`config.mk`:
```
export PLATFORM = sky130hd
export DESIGN_NAME = rq_stream_user_flat
export DESIGN_NICKNAME = d
export VERILOG_FILES = /design/src/hw/rq_stream_pkg.sv /design/src/hw/rq_stream_if.sv /design/src/hw/rq_stream_user.sv /design/src/flat_wrapper.sv
export SDC_FILE = /design/constraint.sdc
export NUM_CORES = 1
export LEC_CHECK = 0
export ABC_CLOCK_PERIOD_IN_PS = 9300
export BUFFER_PORTS_ARGS = -buffer_cell sky130_fd_sc_hd__clkbuf_2
export CAP_MARGIN = 5
export CORE_AREA = 2 2 241 243
export DETAILED_ROUTE_END_ITERATION = 10
export DIE_AREA = 0 0 243 245
export PLACE_DENSITY = 0.35
export SKIP_CTS_REPAIR_TIMING = 1
export SLEW_MARGIN = 10
export SYNTH_ARGS = -nofsm -noshare
export SYNTH_HDL_FRONTEND = slang
export SYNTH_SLANG_ARGS = --single-unit
```
`constraint.sdc`:
```
create_clock -name i_ref_clk -period 9.3 [get_ports i_ref_clk]
set_input_delay 0.93 -clock i_ref_clk [delete_from_list [all_inputs] [get_ports i_ref_clk]]
set_output_delay 0.93 -clock i_ref_clk [all_outputs]
set_load 0.01 [all_outputs]
```
`src/hw/rq_stream_pkg.sv`:
```
// Overview of operation
// - second start lane: 10 means lane 32
// - end flags: 00 none, 01 one, 11 two
// - no straddle: only low end bit counts
// - first end offset valid with low bit
// - second end offset valid with high bit
// - no straddle: core ends packet on tlast
// - core nullifies a TLP with abort set
// - abort never in a TLP's first beat
// - after abort: end now or finish payload
// - abort stays sticky until packet end
// - abort sampled only with ready high
// - no new TLP beside an aborted end; user still pairs one there after a mid-packet abort without cut
// - endpoint reports aborted TLP as error
`default_nettype none

package rq_stream_pkg;

   localparam int unsigned DATA_W     = 512;
   localparam int unsigned USER_W     = 37;
   localparam int unsigned DWORDS     = 16;
   localparam int unsigned SOP1_LSB   = 24;
   localparam int unsigned EOP_LSB    = 26;
   localparam int unsigned EOP0_LSB   = 28;
   localparam int unsigned EOP1_LSB   = 32;
   localparam int unsigned ABORT_BIT  = 36;

   localparam logic [1:0] SOP1_LANE32 = 2'h2;
   localparam logic [1:0] EOP_NONE    = 2'h0;
   localparam logic [1:0] EOP_ONE     = 2'h1;
   localparam logic [1:0] EOP_TWO     = 2'h3;

   // controller register map, word addresses
   localparam logic [3:0] REG_CTRL       = 4'h0;
   localparam logic [3:0] REG_LENGTH     = 4'h1;
   localparam logic [3:0] REG_ABORT_BEAT = 4'h2;
   localparam logic [3:0] REG_OFFSETS    = 4'h3;
   localparam logic [3:0] REG_IRQ_STATUS = 4'h4;
   localparam logic [3:0] REG_IRQ_CLEAR  = 4'h5;
   localparam logic [3:0] REG_IRQ_ENABLE = 4'h6;
   localparam logic [3:0] REG_BEATS_SENT = 4'h7;

   localparam int unsigned CTRL_START    = 0;
   localparam int unsigned CTRL_STRADDLE = 1;
   localparam int unsigned CTRL_CUT      = 2;
   localparam int unsigned CTRL_PAIR     = 3;
   localparam int unsigned CTRL_BUSY     = 4;

   localparam int unsigned IRQ_DONE      = 0;
   localparam int unsigned IRQ_ABORTED   = 1;
   localparam int unsigned IRQ_W         = 2;

   localparam logic [7:0]  LENGTH_RESET  = 8'h01;

   typedef enum logic [1:0] {
      ST_IDLE,
      ST_SEND,
      ST_TAIL
   } send_state_e;

endpackage

`default_nettype wire

```
`src/hw/rq_stream_if.sv`:
```
`default_nettype none

interface rq_stream_if;
   import rq_stream_pkg::*;

   logic                tvalid;
   logic                tready;
   logic                tlast;
   logic [DATA_W-1:0]   tdata;
   logic [USER_W-1:0]   tuser;

   modport core
   (
      input  tvalid,
      input  tlast,
      input  tdata,
      input  tuser,
      output tready
   );

   modport user
   (
      output tvalid,
      output tlast,
      output tdata,
      output tuser,
      input  tready
   );

endinterface

`default_nettype wire

```
`src/hw/rq_stream_user.sv`:
```
// The implementer's own choices: the register addresses and the plain strobed port.
`default_nettype none

module rq_stream_user
   import rq_stream_pkg::*;
(
   input  wire logic        i_ref_clk,
   input  wire logic        i_reset_n,
   rq_stream_if.user        bus,
   input  wire logic [3:0]  i_addr,
   input  wire logic [31:0] i_wdata,
   input  wire logic        i_wr,
   input  wire logic        i_rd,
   output logic [31:0]      o_rdata,
   output logic             o_irq
);

   send_state_e       state;
   logic              straddle_en;
   logic              cut_on_abort;
   logic              pair_mode;
   logic [7:0]        length;
   logic [7:0]        abort_beat;
   logic [3:0]        first_off;
   logic [3:0]        second_off;
   logic [IRQ_W-1:0]  irq_status;
   logic [IRQ_W-1:0]  irq_enable;
   logic [15:0]       beats_sent;
   logic [7:0]        beat_idx;
   logic              tail_pending;
   logic              accepted;
   logic              start_cmd;
   logic              clear_wr;
   logic [IRQ_W-1:0]  ev;
   logic [7:0]        next_idx;
   logic              next_last;
   logic              next_abort;
   logic              cur_is_last;
   logic              use_straddle;
   logic              use_cut;
   logic              use_pair;
   logic [IRQ_W-1:0]  next_status;

   ////////////////////////////////////////////////////////////////////////////
   // sideband word for one beat
   function automatic logic [USER_W-1:0] pack_user
   (
      input logic       abort,
      input logic [1:0] eop,
      input logic [1:0] sop1,
      input logic [3:0] off0,
      input logic [3:0] off1
   );
      logic [USER_W-1:0] u;
      u = '0;
      u[ABORT_BIT]       = abort;
      u[EOP_LSB +: 2]    = eop;
      u[SOP1_LSB +: 2]   = sop1;
      u[EOP0_LSB +: 4]   = off0;
      u[EOP1_LSB +: 4]   = off1;
      return u;
   endfunction

   // abort beat index zero means none
   function automatic logic abort_at(input logic [7:0] idx, input logic [7:0] ab, input logic [7:0] len);
      return (ab != 8'h00) && (idx == ab) && (ab < len);
   endfunction

   ////////////////////////////////////////////////////////////////////////////
   assign accepted    = bus.tvalid && bus.tready;
   assign start_cmd   = i_wr && (i_addr == REG_CTRL) && i_wdata[CTRL_START] && (state == ST_IDLE);
   assign clear_wr    = i_wr && (i_addr == REG_IRQ_CLEAR);
   assign cur_is_last = (state == ST_TAIL) || bus.tlast;

   always_comb
   begin
      // a start write carries the modes for its own first beat
      use_straddle = start_cmd ? i_wdata[CTRL_STRADDLE] : straddle_en;
      use_cut      = start_cmd ? i_wdata[CTRL_CUT] : cut_on_abort;
      use_pair     = start_cmd ? i_wdata[CTRL_PAIR] : pair_mode;
      next_idx   = (state == ST_IDLE) ? 8'h00 : beat_idx + 8'h01;
      next_abort = abort_at(next_idx, abort_beat, length);
      // end early or run to full length
      next_last  = (next_idx == length - 8'h01) || (use_cut && next_abort);
      ev         = '0;
      ev[IRQ_DONE]    = accepted && cur_is_last && !tail_pending;
      ev[IRQ_ABORTED] = accepted && bus.tuser[ABORT_BIT];
      next_status     = (irq_status & ~(clear_wr ? i_wdata[IRQ_W-1:0] : '0)) | ev;
   end

   ////////////////////////////////////////////////////////////////////////////
   always_ff @(posedge i_ref_clk)
   begin
      if (!i_reset_n)
      begin
         straddle_en  <= 1'b0;
         cut_on_abort <= 1'b0;
         pair_mode    <= 1'b0;
         length       <= LENGTH_RESET;
         abort_beat   <= 8'h00;
         first_off    <= 4'h0;
         second_off   <= 4'h0;
         irq_enable   <= '0;
      end
      else if (i_wr && (state == ST_IDLE))
      begin
         unique case (i_addr)
            REG_CTRL:
            begin
               straddle_en  <= i_wdata[CTRL_STRADDLE];
               cut_on_abort <= i_wdata[CTRL_CUT];
               pair_mode    <= i_wdata[CTRL_PAIR];
            end
            REG_LENGTH:
               length <= (i_wdata[7:0] == 8'h00) ? LENGTH_RESET : i_wdata[7:0];
            REG_ABORT_BEAT:
               abort_beat <= i_wdata[7:0];
            REG_OFFSETS:
            begin
               first_off  <= i_wdata[3:0];
               second_off <= i_wdata[7:4];
            end
            REG_IRQ_ENABLE:
               irq_enable <= i_wdata[IRQ_W-1:0];
            default:
            begin
            end
         endcase
      end
      else if (i_wr && (i_addr == REG_IRQ_ENABLE))
         irq_enable <= i_wdata[IRQ_W-1:0];
   end

   // set wins over a clear in the same cycle
   always_ff @(posedge i_ref_clk)
   begin
      if (!i_reset_n)
         irq_status <= '0;
      else
         irq_status <= next_status;
   end

   always_ff @(posedge i_ref_clk)
   begin
      if (!i_reset_n)
         o_irq <= 1'b0;
      else
         o_irq <= |(next_status & irq_enable);
   end

   always_ff @(posedge i_ref_clk)
   begin
      if (!i_reset_n)
         beats_sent <= 16'h0000;
      else if (accepted)
         beats_sent <= beats_sent + 16'h0001;
   end

   always_ff @(posedge i_ref_clk)
   begin
      if (!i_reset_n)
         o_rdata <= 32'h0000_0000;
      else if (i_rd)
      begin
         unique case (i_addr)
            REG_CTRL:
               o_rdata <= {27'h0, state != ST_IDLE, pair_mode, cut_on_abort, straddle_en, 1'b0};
            REG_LENGTH:
               o_rdata <= {24'h0, length};
            REG_ABORT_BEAT:
               o_rdata <= {24'h0, abort_beat};
            REG_OFFSETS:
               o_rdata <= {24'h0, second_off, first_off};
            REG_IRQ_STATUS:
               o_rdata <= {30'h0, irq_status};
            REG_IRQ_ENABLE:
               o_rdata <= {30'h0, irq_enable};
            REG_BEATS_SENT:
               o_rdata <= {16'h0, beats_sent};
            default:
               o_rdata <= 32'h0000_0000;
         endcase
      end
      else
         o_rdata <= 32'h0000_0000;
   end

   ////////////////////////////////////////////////////////////////////////////
   // beats change only after acceptance, so an abort is held through ready low
   always_ff @(posedge i_ref_clk)
   begin
      if (!i_reset_n)
      begin
         state        <= ST_IDLE;
         beat_idx     <= 8'h00;
         tail_pending <= 1'b0;
         bus.tvalid   <= 1'b0;
         bus.tlast    <= 1'b0;
         bus.tdata    <= '0;
         bus.tuser    <= '0;
      end
      else if (start_cmd || (accepted && !cur_is_last))
      begin
         state      <= ST_SEND;
         beat_idx   <= next_idx;
         bus.tvalid <= 1'b1;
         bus.tlast  <= next_last;
         bus.tdata  <= {DWORDS{24'h000000, next_idx}};
         if (!next_last)
            bus.tuser <= pack_user(next_abort, EOP_NONE, 2'h0, 4'h0, 4'h0);
         else if (!use_straddle)
            bus.tuser <= pack_user(next_abort, EOP_ONE, 2'h0, first_off, 4'h0);
         else if (use_pair && !next_abort)
            bus.tuser <= pack_user(1'b0, EOP_TWO, SOP1_LANE32, first_off, second_off);
         else
            bus.tuser <= pack_user(next_abort, EOP_ONE, 2'h0, first_off, 4'h0);
         // short TLP moves past an end beat that carries the abort itself
         tail_pending <= next_last && use_straddle && use_pair && next_abort;
      end
      else if (accepted && tail_pending)
      begin
         state        <= ST_TAIL;
         tail_pending <= 1'b0;
         bus.tlast    <= 1'b1;
         bus.tdata    <= {DWORDS{32'hffff_ffff}};
         bus.tuser    <= pack_user(1'b0, EOP_ONE, 2'h0, second_off, 4'h0);
      end
      else if (accepted)
      begin
         state      <= ST_IDLE;
         bus.tvalid <= 1'b0;
         bus.tlast  <= 1'b0;
         bus.tuser  <= '0;
      end
   end

endmodule

`default_nettype wire

```
`src/flat_wrapper.sv`:
```
// flat-port wrapper written by rule: the top's interface ports become plain ports
module rq_stream_user_flat import rq_stream_pkg::*;
  (i_ref_clk, i_reset_n, i_addr, i_wdata, i_wr, i_rd, o_rdata, o_irq, bus_tvalid, bus_tlast, bus_tdata, bus_tuser, bus_tready);
  rq_stream_if bus_i ();
  input  wire logic i_ref_clk;
  input  wire logic i_reset_n;
  input  wire logic [3:0] i_addr;
  input  wire logic [31:0] i_wdata;
  input  wire logic i_wr;
  input  wire logic i_rd;
  output logic [31:0] o_rdata;
  output logic o_irq;
  output wire logic [$bits(bus_i.tvalid)-1:0] bus_tvalid;
  output wire logic [$bits(bus_i.tlast)-1:0] bus_tlast;
  output wire logic [$bits(bus_i.tdata)-1:0] bus_tdata;
  output wire logic [$bits(bus_i.tuser)-1:0] bus_tuser;
  input wire logic [$bits(bus_i.tready)-1:0] bus_tready;
  assign bus_tvalid = bus_i.tvalid;
  assign bus_tlast = bus_i.tlast;
  assign bus_tdata = bus_i.tdata;
  assign bus_tuser = bus_i.tuser;
  assign bus_i.tready = bus_tready;
  rq_stream_user u_core (.i_ref_clk(i_ref_clk), .i_reset_n(i_reset_n), .bus(bus_i), .i_addr(i_addr), .i_wdata(i_wdata), .i_wr(i_wr), .i_rd(i_rd), .o_rdata(o_rdata), .o_irq(o_irq));
endmodule
```
==> results_dict.tcl <==
set metrics [dict create \
    syn_to_final_growth_pct 1.47 \
    drc 0 \
    regArea_um2 1930 \
    cts.sinks 96 \
    layout.cells.non_filler 1897 \
    fmax_mhz 254 \
    start_util_pct 15.5 \
    min_to "u_core.bus.tuser[33]$_SDFFE_PN0P_" \
    fin_util_pct 15.8 \
    ys_seq_area_share_pct 21.7 \
    ios 625 \
    viasPerCell 3.23 \
    slew_violations 0 \
    grt_pass1_vias 4773 \
    status "complete, no violations" \
    internal_power_uw 657 \
    crit_fanout 169 \
    holdPathStages 2 \
    regToRegSetupSlack_ps 5960 \
    layout_setup_ws_ps 5370 \
    leakage_uw 0.00479 \
    synthFlopType "dfxtp_1" \
    endpoint_kind "output port" \
    slowest_delay_ps 830 \
    die_height_um 245 \
    synth_area_leaders "buf_4, dfxtp_1, mux2i_1" \
    dieArea_um2 59500 \
    clkPwrFrac_pct 45.7 \
    irDropWorstVdd_v 0.0000753 \
    synth_edf_count 0 \
    pre_cts_ws_ps 5180 \
    crit_slowest_cell "buf_4" \
    portBuffers 559 \
    hp-start "u_core.bus.tuser[33]$_SDFFE_PN0P_" \
    postRouteAntennaNets 0 \
    path_cells "buf_4 > buf_6 > buf_16 > clkbuf_2" \
    clk_latency_ps 360 \
    cts.clk_slew.worst_paths_ps 80 \
    use_met2_pct 11.0 \
    core_area_um2 57000 \
    htree_levels 3 \
    synth_top_area_share_pct 46.2 \
    cp-startpoint "u_core.bus.tdata[8]$_SDFFE_PP0P_" \
    period_minus_slack_ps 3930 \
    synth_cell_types 61 \
    hp-class "reg2reg" \
    cts_inserted_buffers 9 \
    clockBufferDepth 2 \
    netSwitchingFraction_pct 27.4 \
    drt-total-wl_um 22400 \
    finalPower_uw 905 \
    relSlewSlack_pct 28.4 \
    routabilityCongestion 0.750 \
    synth_seq_cells 96 \
    vias 6122 \
    r2r_end "u_core.bus.tuser[31]$_SDFFE_PN0P_" \
    netlist_area_um2 8870 \
    ys.warnings.count 0 \
    dp_cells 1880 \
    fin_tns_setup_ps 0 \
    setup_violations 0 \
    gr-usage-met3_pct 1.15 \
    ff2ff_path_depth 8 \
    combPwrFrac_pct 7.8 \
    die_x_um 243 \
    p_sw_uw 248 \
    path_class "reg2out" \
    worst_pin_slew_ps 1060 \
    grtUsageMet1_pct 8.88 \
    cp-start-kind "flop" \
    firstDrtPassIters 5 \
    maxCapViolCount 0 \
    pwr_density_cell_nw_per_um2 101 \
    clock_skew_ps 11.9 \
    fp-row-count 88 \
    ys_async_sr_fraction_pct 0 \
    grt_use_total_pct 6.58 \
    fillers 6579 \
    cts_tree "yes" \
    antenna_found_initial 1 \
    grt_start_max_net_pins 175 \
    syn_inst 1082 \
    rsz0062_at_grt "no" \
    required_ps 8370 \
    dpl.hpwl_um 17100 \
    hold_viol 0 \
    wl_per_cell_um 11.8 \
    pwr-share-seq_pct 46.5 \
    yosysTopAreaCell "buf_4" \
    final_nets 1178 \
    final.period_utilization_pct 42.3 \
    grt-busiest-layer "met2" \
    drt_iter0_drc 285 \
    drive_above_1_share_pct 52.8 \
    multi_input_area_um2 2840 \
    cts-root-buf "clkbuf_16" \
    grt.overflow.total 0 \
    syn_area_per_cell_um2 8.20 \
    cp_data_arrival_time_ps 3000 \
    reg2reg_from "u_core.beat_idx[0]$_SDFFE_PN0N_" \
    diodes 0 \
    grt_pass1_wl_um 30800 \
]
==> power groups by stage <==
stage	combinational (uW)	clock, uW	sequential [uW]
6_report	70.5	414	420
5_1_grt	77.7	444	422
4_1_cts	70.8	430	421
3_5_place_dp	70.5	0	431
3_3_place_gp	70.9	0	430
2_1_floorplan	66.9	0	428
==> synth_stat cells (2+ instances only) <==
cell type / count
buf_4: 546
dfxtp_1: 96
nand2_1: 52
nor2b_1: 36
mux2i_1: 33
and2_1: 30
nand3_1: 27
clkbuf_1: 25
a21oi_1: 23
xnor2_1: 23
o21ai_0: 21
a21boi_0: 12
inv_1: 12
nor2_1: 11
a22oi_1: 10
ha_1: 10
and3_1: 9
nor3_1: 8
a222oi_1: 6
nor4_1: 6
and4_1: 5
nand4_1: 5
o32a_1: 5
xor2_1: 5
a21oi_2: 4
nand2b_1: 4
o21ai_1: 4
o311a_1: 4
a21o_1: 3
a31oi_1: 3
buf_2: 3
o211ai_1: 3
or2_2: 3
a21boi_1: 2
a22o_1: 2
a2bb2oi_1: 2
mux2_2: 2
o211a_1: 2
o21a_1: 2
o21bai_1: 2
==> logic make-up (layout without fill, tap and decap cells) <==
kind of cell / Yosys count / in the layout / synth area share, %
and+or+nand+nor: 210 / 210 / 13.1
adders and majority gates: 10 / 10 / 1.41
DFF: 96 / 96 / 21.7
xor gates and xnor gates: 28 / 28 / 2.77
other: 1 / 41 / 0.0423
muxes: 35 / 35 / 3.98
AOI/OAI and AO/OA: 116 / 116 / 9.07
buffers and inverters: 586 / 596 / 48.0
==> worst max path at each step <==
stage | endpoint | slack (ps) | cells after the start
2_1_floorplan | bus_tdata[104] | 1050 | 1
3_3_place_gp | bus_tdata[73] | 5380 | 3
3_5_place_dp | bus_tdata[91] | 5180 | 3
4_1_cts | bus_tdata[73] | 4790 | 3
6_report | bus_tdata[459] | 5370 | 4
5_1_grt | bus_tdata[496] | 5080 | 4
==> cells in the final DEF, fill, tap and decap left out, types with 5 or more instances in the layout <==
cell	netlist	layout
conb_1	1	41
nor3_1	8	8
o21ai_0	21	21
a21boi_0	12	12
dfxtp_1	96	95
a22oi_1	10	10
nor2_1	11	11
nor4_1	6	6
mux2i_1	33	33
o32a_1	5	5
buf_4	546	7
xor2_1	5	5
nand2_1	52	52
inv_1	12	12
and2_1	30	30
nor2b_1	36	36
xnor2_1	23	23
ha_1	10	10
nand3_1	27	27
and4_1	5	5
and3_1	9	9
nand4_1	5	5
a222oi_1	6	6
clkbuf_2	0	559
clkbuf_16	0	9
a21oi_1	23	23
==> state kept, by name (all words and copies together), names as in the netlist, 2 cells and up <==
register,flops
u_core.first_off,4
u_core.beats_sent,16
u_core.bus.tuser,11
u_core.second_off,4
u_core.bus.tdata,9
u_core.beat_idx,8
u_core.irq_status,2
u_core.length,8
u_core.abort_beat,8
u_core.o_rdata,16
u_core.irq_enable,2
u_core.state,2
==> routing by layer <==
metal	wire (um)	up-vias
met1	9980	2807
met4	110	2
met2	11100	245
met5	13	-
li1	-	3057
met3	1220	11
==> stage by stage <==
step                      hold WS [ps]  instance area (um^2)
final                              480                  9000
after CTS                          484                  8970
after detailed placement           463                  8630
after floorplan                    452                  9020
after global routing               516                  9000
after global placement             474                  8630
==> area by class of cell <==
class	instances	share of cell area (%)
Clock inverter	7	1.25
Clock buffer	9	2.50
Sequential cell	96	21.4
Tap cell	765	10.6
Inverter	12	0.501
Multi-Input combinational cell	440	31.6
Timing Repair Buffer	568	32.1
==> worst max-delay path, delay by kind of cell, from the launching register on <==
| family | cells | cell delay (ps) |
|---|---|---|
| buf+inv | 4 | 1650 |
| flops | 1 | 800 |
Power figures use the tool's default switching activity.
